`src/rtl/ppb_defines.svh`:
```
`ifndef PPB_DEFINES_SVH
`define PPB_DEFINES_SVH

// ****************************************
// register offsets
// ****************************************
`define PPB_OFS_IDENT 8'h00
`define PPB_OFS_CMDSTAT 8'h04
`define PPB_OFS_CLASS 8'h08
`define PPB_OFS_HDR 8'h0C
`define PPB_OFS_BUSNUM 8'h18
`define PPB_OFS_IOWIN 8'h1C
`define PPB_OFS_MEMWIN 8'h20
`define PPB_OFS_PFWIN 8'h24
`define PPB_OFS_IOUP 8'h30
`define PPB_OFS_BRCTL 8'h3C
`define PPB_OFS_MISC 8'h40

// ****************************************
// field positions and constant values
// ****************************************
`define PPB_ST_SYSERR 30
`define PPB_CMD_SERR_EN 8
`define PPB_CMD_INITIATOR_ENABLE 2
`define PPB_CMD_MEM 1
`define PPB_CMD_IO 0
`define PPB_CMD_WMASK 16'h0107
`define PPB_ST_SELTIM 2'h1
`define PPB_CLASS_CODE 24'h060400
`define PPB_HDR_TYPE 8'h01
`define PPB_IO_CAP 4'h1
`define PPB_MEM_LOW_ONES 20'hFFFFF
`define PPB_RST_BYTE 8'h00
`define PPB_RST_WORD 32'h00000000

`endif

```
`src/rtl/ppb_pkg.sv`:
```
package ppb_pkg;

   // configuration request from the host side
   typedef struct packed {
      logic        rd;
      logic        wr;
      logic [31:0] addr;
      logic [31:0] wdata;
   } ppb_cfg_req_t;

   // address to be decoded against the forwarding windows
   typedef struct packed {
      logic        mem;
      logic        io;
      logic [31:0] addr;
   } ppb_fwd_req_t;

   typedef enum logic [1:0] {
      PPB_T1_IGNORE = 2'b00,
      PPB_T1_PASS = 2'b01,
      PPB_T1_TO_T0 = 2'b10
   } ppb_t1_act_t;

endpackage

```
`src/rtl/ppb_config_space.sv`:
```
// Contract
// (RQ1) byte offset is address bits [7:2] with two zero bits appended
// (RQ2) offset zero reads part identifier high half, maker identifier low half
// (RQ3) status bit 30 sets on graphics port error forwarded; write one clears
// (RQ4) status bits 31,29,28,27,24,23,22,20 always read zero
// (RQ5) select timing field bits 26-25 reads binary 01
// (RQ6) status bit 21 always reads one
// (RQ7) command bits 9,7,6,5,4,3 always read zero
// (RQ8) bit 8 gates OR of port error and own error onto system error
// (RQ9) graphics port memory accesses accepted only while bit 2 set
// (RQ10) bit 1 enables forwarding memory accesses inside memory window
// (RQ11) bit 0 enables forwarding I/O accesses inside I/O window
// (RQ12) class reads 06h, 04h, 00h
// (RQ13) class bits 7-0 hold read-only silicon revision
// (RQ14) header type reads 0x01 with bit 23 zero
// (RQ15) primary latency timer is storage only
// (RQ16) secondary latency timer read/write, secondary mastering only
// (RQ17) type 1 cycles within secondary..subordinate are passed on
// (RQ18) type 1 cycle to secondary bus becomes type 0
// (RQ19) primary bus number flags secondary type 1 as special cycle
// (RQ20) I/O base and limit upper nibbles writable, low nibbles read one
// (RQ21) software numbers primary bus 0, graphics bus 1
// (RQ22) memory windows 1 Mbyte granular, limit low bits all ones
// (RQ23) upper I/O register zero disables forwarding above 16 bits
// (RQ24) reserved reads zero, writes to read-only ignored
// (RQ25) writing zero leaves sticky status; set holds until cleared
`timescale 1ns/100ps
`include "ppb_defines.svh"

module ppb_config_space import ppb_pkg::*; #(
   parameter logic [15:0] PART_ID = 16'h1234,  // arbitrary value
   parameter logic [15:0] MAKER_ID = 16'h5678, // arbitrary value
   parameter logic [7:0] REVISION = 8'h01      // arbitrary value
) (
   input wire logic core_clk,               // core clock
   input wire logic sys_rst,                // synchronous reset, high
   input wire logic clk_en,                 // freezes state when low
   input wire ppb_cfg_req_t cfg_req,        // configuration access
   output logic [31:0] cfg_rdata,           // read data, one cycle later
   output logic cfg_rvalid,                 // read data valid pulse
   input wire logic graphics_port_error_in, // port error pin, high
   input wire logic own_error_in,           // internal primary error
   output logic sys_error_out,              // error to peripheral controller
   input wire ppb_fwd_req_t fwd_req,        // processor access to decode
   output logic fwd_hit,                    // forward onto graphics port
   input wire logic dma_req,                // graphics port memory request
   output logic dma_accept,                 // request accepted
   input wire logic t1_valid,               // primary type 1 cycle
   input wire logic [7:0] t1_bus,           // its target bus number
   output ppb_t1_act_t t1_action,           // claim action
   input wire logic sec_t1_valid,           // secondary type 1 cycle
   input wire logic [7:0] sec_t1_bus,       // its target bus number
   output logic special_cycle,              // convert to special cycle
   output logic [7:0] sec_lat_timer         // secondary latency timer
);

   // ****************************************
   // pin synchronisers
   // ****************************************
   logic gerr_s1_q, gerr_s2_q;
   always_ff @(posedge core_clk) begin
      if (sys_rst) begin
         gerr_s1_q <= 1'b0;
         gerr_s2_q <= 1'b0;
      end else if (clk_en) begin
         gerr_s1_q <= graphics_port_error_in;
         gerr_s2_q <= gerr_s1_q;
      end
   end

   // ****************************************
   // register storage
   // ****************************************
   logic [15:0] cmd_q;
   logic syserr_q;
   logic [7:0] pri_lat_q, pri_bus_q, sec_bus_q, sub_bus_q, sec_lat_q;
   logic [3:0] io_base_q, io_lim_q;
   logic [11:0] mem_base_q, mem_lim_q, pf_base_q, pf_lim_q;
   logic [7:0] io_base_up_q, io_lim_up_q;
   logic [31:0] brctl_q, misc_q;

   wire [7:0] ofs = {cfg_req.addr[7:2], 2'b00}; // see RQ1
   wire wr = cfg_req.wr;
   wire [31:0] wd = cfg_req.wdata;
   wire err_event = cmd_q[`PPB_CMD_SERR_EN] & gerr_s2_q;
   wire clr_syserr = wr && ofs == `PPB_OFS_CMDSTAT && wd[`PPB_ST_SYSERR];

   always_ff @(posedge core_clk) begin
      if (sys_rst) begin
         cmd_q <= 16'h0000;
         syserr_q <= 1'b0;
         pri_lat_q <= `PPB_RST_BYTE;
         pri_bus_q <= `PPB_RST_BYTE;
         sec_bus_q <= `PPB_RST_BYTE;
         sub_bus_q <= `PPB_RST_BYTE;
         sec_lat_q <= `PPB_RST_BYTE;
         io_base_q <= 4'h0;
         io_lim_q <= 4'h0;
         mem_base_q <= 12'h000;
         mem_lim_q <= 12'h000;
         pf_base_q <= 12'h000;
         pf_lim_q <= 12'h000;
         io_base_up_q <= `PPB_RST_BYTE;
         io_lim_up_q <= `PPB_RST_BYTE;
         brctl_q <= `PPB_RST_WORD;
         misc_q <= `PPB_RST_WORD;
      end else if (clk_en) begin
         // set wins over clear
         if (err_event)
            syserr_q <= 1'b1; // see RQ3
         else if (clr_syserr)
            syserr_q <= 1'b0; // see RQ25
         if (wr) begin
            unique case (ofs)
               `PPB_OFS_CMDSTAT: cmd_q <= wd[15:0] & `PPB_CMD_WMASK; // see RQ7
               `PPB_OFS_HDR: pri_lat_q <= wd[15:8]; // see RQ15
               `PPB_OFS_BUSNUM: begin
                  pri_bus_q <= wd[7:0];
                  sec_bus_q <= wd[15:8];
                  sub_bus_q <= wd[23:16];
                  sec_lat_q <= wd[31:24]; // see RQ16
               end
               `PPB_OFS_IOWIN: begin
                  io_base_q <= wd[7:4]; // see RQ20
                  io_lim_q <= wd[15:12];
               end
               `PPB_OFS_MEMWIN: begin
                  mem_base_q <= wd[15:4];
                  mem_lim_q <= wd[31:20];
               end
               `PPB_OFS_PFWIN: begin
                  pf_base_q <= wd[15:4];
                  pf_lim_q <= wd[31:20];
               end
               `PPB_OFS_IOUP: begin
                  io_base_up_q <= wd[7:0];
                  io_lim_up_q <= wd[23:16];
               end
               `PPB_OFS_BRCTL: brctl_q <= {8'h00, 3'b000, wd[20:16], wd[15:0]};
               `PPB_OFS_MISC: misc_q <= wd;
               default: ; // see RQ24
            endcase
         end
      end
   end

   // ****************************************
   // read decode
   // ****************************************
   wire [15:0] status_w = {1'b0, syserr_q, 3'b000, `PPB_ST_SELTIM, 3'b000,
                           1'b1, 1'b0, 4'h0}; // see RQ4 see RQ5 see RQ6
   wire [15:0] sec_status_w = {1'b0, syserr_q, 3'b000, `PPB_ST_SELTIM, 3'b000,
                               1'b1, 1'b0, 4'h0};
   logic [31:0] rd_mux;
   always_comb begin
      unique case (ofs)
         `PPB_OFS_IDENT: rd_mux = {PART_ID, MAKER_ID}; // see RQ2
         `PPB_OFS_CMDSTAT: rd_mux = {status_w, cmd_q};
         `PPB_OFS_CLASS: rd_mux = {`PPB_CLASS_CODE, REVISION}; // see RQ12 see RQ13
         `PPB_OFS_HDR: rd_mux = {8'h00, `PPB_HDR_TYPE, pri_lat_q, 8'h00}; // see RQ14
         `PPB_OFS_BUSNUM: rd_mux = {sec_lat_q, sub_bus_q, sec_bus_q, pri_bus_q};
         `PPB_OFS_IOWIN: rd_mux = {sec_status_w, io_lim_q, `PPB_IO_CAP,
                                   io_base_q, `PPB_IO_CAP}; // see RQ20
         `PPB_OFS_MEMWIN: rd_mux = {mem_lim_q, 4'h0, mem_base_q, 4'h0};
         `PPB_OFS_PFWIN: rd_mux = {pf_lim_q, 4'h0, pf_base_q, 4'h0};
         `PPB_OFS_IOUP: rd_mux = {8'h00, io_lim_up_q, 8'h00, io_base_up_q};
         `PPB_OFS_BRCTL: rd_mux = brctl_q;
         `PPB_OFS_MISC: rd_mux = misc_q;
         default: rd_mux = `PPB_RST_WORD; // see RQ24
      endcase
   end

   // ****************************************
   // forwarding and claim decode
   // ****************************************
   wire [31:0] a = fwd_req.addr;
   wire [31:0] mb = {mem_base_q, 20'h00000}; // see RQ22
   wire [31:0] ml = {mem_lim_q, `PPB_MEM_LOW_ONES};
   wire [31:0] pb = {pf_base_q, 20'h00000};
   wire [31:0] pl = {pf_lim_q, `PPB_MEM_LOW_ONES};
   wire mem_hit = (a >= mb && a <= ml) || (a >= pb && a <= pl);
   wire [31:0] ib = {8'h00, io_base_up_q, io_base_q, 12'h000};
   wire [31:0] il = {8'h00, io_lim_up_q, io_lim_q, 12'hFFF};
   // upper half zero keeps the window below 64K, see RQ23
   wire io_hit = a[31:24] == 8'h00 && a >= ib && a <= il;
   wire hit_d = (fwd_req.mem && cmd_q[`PPB_CMD_MEM] && mem_hit)  // see RQ10
              || (fwd_req.io && cmd_q[`PPB_CMD_IO] && io_hit);   // see RQ11
   ppb_t1_act_t t1_d;
   assign t1_d = !t1_valid ? PPB_T1_IGNORE :
                 t1_bus == sec_bus_q ? PPB_T1_TO_T0 :                   // see RQ18
                 (t1_bus > sec_bus_q && t1_bus <= sub_bus_q) ? PPB_T1_PASS : // see RQ17
                 PPB_T1_IGNORE;
   wire serr_d = cmd_q[`PPB_CMD_SERR_EN] & (gerr_s2_q | own_error_in); // see RQ8

   // ****************************************
   // registered outputs
   // ****************************************
   always_ff @(posedge core_clk) begin
      if (sys_rst) begin
         cfg_rdata <= `PPB_RST_WORD;
         cfg_rvalid <= 1'b0;
         sys_error_out <= 1'b0;
         fwd_hit <= 1'b0;
         dma_accept <= 1'b0;
         t1_action <= PPB_T1_IGNORE;
         special_cycle <= 1'b0;
         sec_lat_timer <= `PPB_RST_BYTE;
      end else if (clk_en) begin
         cfg_rvalid <= cfg_req.rd;
         if (cfg_req.rd)
            cfg_rdata <= rd_mux;
         sys_error_out <= serr_d;
         fwd_hit <= hit_d;
         dma_accept <= dma_req & cmd_q[`PPB_CMD_INITIATOR_ENABLE]; // see RQ9
         t1_action <= t1_d;
         special_cycle <= sec_t1_valid && sec_t1_bus == pri_bus_q; // see RQ19
         sec_lat_timer <= sec_lat_q;
      end
   end

   // ****************************************
   // checks
   // ****************************************
   serr_gate_a: assert property (@(posedge core_clk) disable iff (sys_rst) // see RQ8
      clk_en && !cmd_q[`PPB_CMD_SERR_EN] |=> !sys_error_out)
      else $error("system error driven while disabled");
   syserr_set_a: assert property (@(posedge core_clk) disable iff (sys_rst) // see RQ3
      clk_en && err_event |=> syserr_q)
      else $error("system error status not set");
   syserr_hold_a: assert property (@(posedge core_clk) disable iff (sys_rst) // see RQ25
      syserr_q && !clr_syserr |=> syserr_q)
      else $error("system error status lost");
   dma_gate_a: assert property (@(posedge core_clk) disable iff (sys_rst) // see RQ9
      dma_accept |-> $past(cmd_q[`PPB_CMD_INITIATOR_ENABLE]))
      else $error("dma accepted while master disabled");
   cmd_zero_a: assert property (@(posedge core_clk) disable iff (sys_rst) // see RQ7
      (cmd_q & ~`PPB_CMD_WMASK) == 16'h0000)
      else $error("fixed command bits set");
   fwd_mem_a: assert property (@(posedge core_clk) disable iff (sys_rst) // see RQ10
      clk_en && fwd_req.mem && !fwd_req.io && !cmd_q[`PPB_CMD_MEM] |=> !fwd_hit)
      else $error("memory forwarded while disabled");
   t1_conv_a: assert property (@(posedge core_clk) disable iff (sys_rst) // see RQ18
      clk_en && t1_valid && t1_bus == sec_bus_q |=> t1_action == PPB_T1_TO_T0)
      else $error("type 1 not converted");
   status_fix_a: assert property (@(posedge core_clk) disable iff (sys_rst) // see RQ5
      status_w[10:9] == `PPB_ST_SELTIM && status_w[5] && !status_w[15])
      else $error("fixed status bits wrong");
   rd_valid_a: assert property (@(posedge core_clk) disable iff (sys_rst) // see RQ24
      clk_en && cfg_req.rd && ofs == 8'h14 |=> cfg_rvalid && cfg_rdata == 32'h0)
      else $error("reserved offset read nonzero");

endmodule

```
`config.mk`:
```
export PLATFORM = sky130hd
export DESIGN_NAME = ppb_config_space
export DESIGN_NICKNAME = d
export VERILOG_FILES = /design/src/rtl/ppb_pkg.sv /design/src/rtl/ppb_config_space.sv
export VERILOG_INCLUDE_DIRS = /design/src /design/src/rtl
export SDC_FILE = /design/constraint.sdc
export NUM_CORES = 1
export LEC_CHECK = 0
export BUFFER_PORTS_ARGS = -buffer_cell sky130_fd_sc_hd__clkbuf_2
export CAP_MARGIN = 20
export CELL_PAD_IN_SITES_DETAIL_PLACEMENT = 1
export CELL_PAD_IN_SITES_GLOBAL_PLACEMENT = 1
export CORE_MARGIN = 2
export CORE_UTILIZATION = 25
export CTS_BUF_LIST = sky130_fd_sc_hd__clkbuf_2 sky130_fd_sc_hd__clkbuf_4 sky130_fd_sc_hd__clkbuf_8
export DETAILED_ROUTE_END_ITERATION = 6
export PLACE_DENSITY = 0.56
export SYNTH_ARGS = -nofsm -noshare
export SYNTH_HDL_FRONTEND = slang
export SYNTH_SLANG_ARGS = --single-unit
```
`constraint.sdc`:
```
create_clock -name core_clk -period 2.1 [get_ports core_clk]
set_input_delay 0.21 -clock core_clk [delete_from_list [all_inputs] [get_ports core_clk]]
set_output_delay 0.21 -clock core_clk [all_outputs]
set_load 0.02 [all_outputs]
```
# After elaboration in Yosys (flattened, before gate mapping)
# Index checks and enable logic that the tools add are counted.
totals:
  out_inout_bits: 47
  in_bits: 124
  wordCells: 85
  regBits: 219
classes:
  magnitude_cmp: 8
  muxes: 6
  eq_ne: 12
  bitwise: 4
  reduce_logical: 28
ops:
  columns: ["op", "n"]
  rows:
  - ["$pmux W32 S11", 1]
  - ["$ge A32 B32 Y1", 2]
  - ["$le A32 B32 Y1", 2]
  - ["$ge A32 B24 Y1", 1]
  - ["$le A32 B24 Y1", 1]
  - ["$reduce_and A3 Y1", 9]
  - ["$eq A6 B4 Y1 const B", 4]
  - ["$eq A8 B8 Y1", 2]
  - ["$logic_not A8 Y1", 2]
  - ["$eq A6 B2 Y1 const B", 2]
  - ["$eq A6 B3 Y1 const B", 2]
  - ["$logic_and A1 B1 Y1", 12]
  - ["$gt A8 B8 Y1", 1]
  - ["$le A8 B8 Y1", 1]
  - ["$eq A6 B1 Y1 const B", 1]
  - ["$eq A6 B5 Y1 const B", 1]
  - ["$mux W2", 2]
  - ["$reduce_and A2 Y1", 2]
  - ["$and A1 B1 Y1", 3]
  - ["$mux W1", 3]
  - ["$logic_or A1 B1 Y1", 2]
  - ["$reduce_bool A2 Y1", 1]
  - ["$or A1 B1 Y1", 1]

# Longest topological paths before layout
depth:
  ltp_word: 5
  depth_mapped: 10

# Worst setup path before layout
# OpenSTA, ideal clock, no wires.
synth_timing:
  path_type: "reg2reg"
  start: "register io_lim_q[3]"
  end: "register fwd_hit"
  t_arrival_ns: 1.741
  path_stages_with_launch: 9
  slack_ns: 0.283
  required_time_ns: 2.023
  path_cell_list: "dfxtp_1 > inv_1 > ha_1 > a21oi_1 > o21ai_0 > a221oi_1 > o21ai_0 > a221o_1 > a41oi_2"
synth_via:
  elab_chain_cells: 4
synth_lines:
  columns: ["item", "line_no", "source"]
  rows:
  - ["start, declared", "ppb_config_space.sv:77", "logic [3:0] io_base_q, io_lim_q;"]
  - ["start signal, assigned", "ppb_config_space.sv:125", "io_lim_q <= wd[15:12];"]
  - ["$le A32 B24 Y1", "ppb_config_space.sv:185", "wire io_hit = a[31:24] == 8'h00 && a >= ib && a <= il;"]
  - ["$logic_and A1 B1 Y1", "ppb_config_space.sv:185", null]
  - ["$logic_and A1 B1 Y1", "ppb_config_space.sv:187", "|| (fwd_req.io && cmd_q[`PPB_CMD_IO] && io_hit);"]
  - ["$logic_or A1 B1 Y1", "ppb_config_space.sv:186", "wire hit_d = (fwd_req.mem && cmd_q[`PPB_CMD_MEM] && mem_hit)"]
  - ["end signal, assigned", "ppb_config_space.sv:213", "fwd_hit <= hit_d;"]
  - ["end, declared", "ppb_config_space.sv:45", "output logic fwd_hit,"]
# Every way passes these cells.
# A chain may end at the register's enable or synchronous reset.

# Worst setup path after layout
layout_timing:
  start: "register io_base_up_q[1]"
  end: "register fwd_hit"
layout_via:
  elab_chain_cells: 5
layout_lines:
  columns: ["item", "line_no", "source"]
  rows:
  - ["start, declared", "ppb_config_space.sv:79", "logic [7:0] io_base_up_q, io_lim_up_q;"]
  - ["start signal, assigned", "ppb_config_space.sv:103", "io_base_up_q <= `PPB_RST_BYTE;"]
  - ["start signal, assigned", "ppb_config_space.sv:136", "io_base_up_q <= wd[7:0];"]
  - ["$ge A32 B24 Y1", "ppb_config_space.sv:185", null]
  - ["$logic_and A1 B1 Y1 (2 in series)", "ppb_config_space.sv:185", null]
  - ["$logic_and A1 B1 Y1", "ppb_config_space.sv:187", null]
  - ["$logic_or A1 B1 Y1", "ppb_config_space.sv:186", null]
# Every way passes these cells.

==> results.py <==
metrics = {
    "outcome": {
        "outcome": "finished, violations left",
        "failed_checks": "DRC",
    },
    "synthesis": {
        "synth_top_flop_cell": "dfxtp_1",
        "yosysSeqAreaShare": 0.4010,
        "async_reset_ff_frac": 0,
        "synthTopCellsByArea": "dfxtp_1 40%, nand2_1 12%, ha_1 10%",
        "synth_top_area_share": 0.4010,
        "synth-edff-count": 0,
        "mappedNetlistNets": 1615,
        "synth_area_leader_cell": "dfxtp_1",
        "synth_common_cells": "363 x nand2_1, 219 x dfxtp_1, 207 x a21oi_1, 92 x inv_1, 88 x ha_1",
        "synth.avg_cell_area_um2": 7.793,
        "yosysWarnings": 0,
        "yosysMostFrequentCell": "nand2_1",
        "synthDistinctLibCells": 53,
        "ys_seq_elements": 219,
        "synth_area_um2": 10930,
        "syn_inst": 1403,
    },
    "power_and_ir_drop": {
        "finalPower_uw": 9898,
        "p_sw_uw": 2646,
        "p_leak_uw": 0.005356,
        "p_sw_frac": 0.2673,
        "seqPwrFrac": 0.427,
        "clkPwrFrac": 0.473,
        "comb_power_share": 0.100,
        "pwr_density_cell_nw_per_um2": 680.9,
        "vdd_drop_max_uv": 355.1,
        "power.internal_uw": 7252,
    },
    "clocking": {
        "clkLatencyLatePin_ns": 0.60,
        "h-tree-depth": 2,
        "cts_buffer_depth": 3,
        "root_buffer": "clkbuf_8",
        "tritoncts": "built",
        "cts_buffers": 43,
        "postCtsSetupRepairBufs": 0,
        "clock_sinks": 219,
        "path_clk_slew_ns": 0.06,
    },
    "critical_path": {
        "crit_end": "fwd_hit$_SDFFE_PP0P_",
        "rrSetupSlack_ns": 0.04,
        "reg2reg_from": "io_base_up_q[1]$_SDFFE_PP0P_",
        "reg2regPathDepth": 8,
        "worstSetupPathType": "register to register",
        "cp_data_required_time_ns": 2.54,
        "critical_path_arrival_ns": 2.51,
        "rr_endpoint": "fwd_hit$_SDFFE_PP0P_",
        "end_kind": "register",
        "startpoint": "io_base_up_q[1]$_SDFFE_PP0P_",
        "start_kind": "register",
        "crit_path_max_fanout": 3,
    },
    "timing": {
        "setup-violations-final": 0,
        "slew_headroom": 0.5930,
        "drv_slew": 0,
        "fmax_ghz": 0.4849,
        "final_hold_viol_count": 0,
        "rsz0062_at_grt": "yes",
        "worstMarginPinSlew_ns": 0.6105,
        "finalSetupTns_ns": 0,
        "min_period_ns": 2.062,
        "skew_ns": 0.02421,
        "fin_crit_sh": 0.9821,
    },
    "final_layout": {
        "nets": 1871,
        "syn_to_final_growth_pct": 32.96,
        "layout-drive-gt1-share": 0.2114,
        "stdcell_count": 2274,
        "final_core_util": 0.3375,
        "n_antenna_cell": 0,
        "stdcell_area_um2": 14540,
    },
    "global_route": {
        "grt.total_usage": 0.2097,
        "grt_pass1_wl_um": 71310,
        "grt_max_degree": 60,
        "antenna_found_initial": 0,
        "first_global_vias": 11900,
        "grt_overflow": 0,
    },
    "floorplanning": {
        "fp.dieW_um": 213.1,
        "die_h_um": 213.1,
        "initial_utilization": 0.2538,
        "die_area_um2": 45430,
        "core-area_um2": 43080,
        "placementRows": 76,
        "ios": 171,
    },
    "drt": {
        "avgRoutedWirePerCell_um": 20.77,
        "num_vias": 11280,
        "ant_nets": 0,
        "dr.pass1.iters": 7,
        "drc": 5,
        "drt_iter0_drc": 630,
        "vias_per_cell": 4.960,
        "routed_wl_um": 47240,
    },
    "place": {
        "numPortBuffers": 144,
        "place_inst": 2161,
        "dp_hpwl_um": 35220,
        "place.gp.congestion": 0.8633,
        "place_area_um2": 13160,
    },
    "worst_hold_path": {
        "hold_path_class": "primary input to register",
    },
    "run": {
        "maxCapViolCount": 0,
    },
}
[stage by stage]
| step | setup WS, ns | hold slack (ns) |
|---|---|---|
| after floorplan | 0.2825 | 0.3460 |
| after global placement | -0.2978 | 0.4410 |
| after detailed placement | -0.3726 | 0.4483 |
| after CTS | 0.003905 | 0.008953 |
| after global routing | -0.07958 | 0.04331 |
| final | 0.03764 | 0.04761 |
[layout make-up]
| cell class | count | area, um^2 |
|---|---|---|
| clock inverter | 7 | 66.31 |
| tap | 585 | 732.0 |
| timing repair buffer | 298 | 2228 |
| multi-input combinational | 1005 | 5937 |
| fill | 5188 | 28540 |
| clock buffer | 68 | 842.1 |
| inverter | 92 | 345.3 |
| sequential | 219 | 4387 |
[registers in the layout, indices dropped and copies added (netlist names), 12 cells and up]
| name | flops |
|---|---|
| misc_q | 32 |
| pf_lim_q | 12 |
| brctl_q | 21 |
| mem_base_q | 12 |
| mem_lim_q | 12 |
| pf_base_q | 12 |
| cfg_rdata | 32 |
[how the worst min path moves through the flow]
stage	from	cells past startpoint	slack [ns]	endpoint
6_report	cfg_req[14]	3	0.05	pf_base_q[10]$_SDFFE_PP0P_
3_3_place_gp	brctl_q[10]$_SDFFE_PP0P_	2	0.44	brctl_q[10]$_SDFFE_PP0P_
3_5_place_dp	misc_q[16]$_SDFFE_PP0P_	2	0.45	misc_q[16]$_SDFFE_PP0P_
5_1_grt	cfg_req[14]	3	0.04	pri_lat_q[6]$_SDFFE_PP0P_
4_1_cts	cfg_req[14]	3	0.009	sec_bus_q[6]$_SDFFE_PP0P_
2_1_floorplan	cfg_req[0]	2	0.35	brctl_q[0]$_SDFFE_PP0P_
[cells in the final DEF (no fill, tap or decap), drive strengths merged, types with 2 or more instances in the layout]
master	instances
o31ai	2
a21oi	207
a2111oi	6
a311oi	7
clkbuf	211
xor2	3
a21o	7
dlygate4sd3	38
dfxtp	219
a22oi	17
a211oi	15
inv	93
nor4	13
o22ai	2
nor2	66
a221o	3
nand4	28
and2	9
a32oi	2
a31oi	3
a221oi	18
a222oi	26
nand2	363
nor2b	3
nand2b	5
o21bai	4
nor3	14
a21boi	2
mux2i	21
xnor2	5
ha	88
o21ai	18
buf	117
clkinv	4
nand3	35
or3	2
[power groups by stage]
stage               Clock, uW  Combinational [uW]  Sequential, uW
finish                   4680                 989            4230
detailed placement          0                 918            4320
global route             4990                1090            4230
floorplan                   0                 379            4340
CTS                      4830                 990            4230
global placement            0                 898            4320
[metal layers]
metal / vias up / share of wire / global-route usage
li1: 5417 / - / -
met1: 5533 / 0.45 / 0.2699
met2: 253 / 0.48 / 0.3576
met3: 77 / 0.041 / 0.02971
met4: 0 / 0.027 / 0.07328
met5: - / 0 / 0
[worst max-delay path: stages, from the launching register on]
cell,delay (ns)
dfxtp_1,0.35
inv_1,0.07
ha_1,0.29
a21o_1,0.19
nand3_1,0.10
a21oi_1,0.08
a2111oi_1,0.47
a221o_1,0.25
a41oi_2,0.11
[timing repair]
action | CTS | global route
hold endpoints to repair | 153 | 0
endpoints found under the setup margin | 1 | 2
hold buffers | 38 | 0
pin swaps | 3 | 1
resized for setup | 15 | 7
[logic make-up after synthesis]
family / count (synthesis) / synth area share
and+or+nand+nor: 542 / 0.2107
DFF: 219 / 0.4010
AOI/OAI and AO/OA: 346 / 0.1973
buffers and inverters: 179 / 0.06477
xor gates and xnor gates: 8 / 0.006408
adders and majority gates: 88 / 0.1007
muxes: 21 / 0.01922
(Power assumes the default switching activity.)
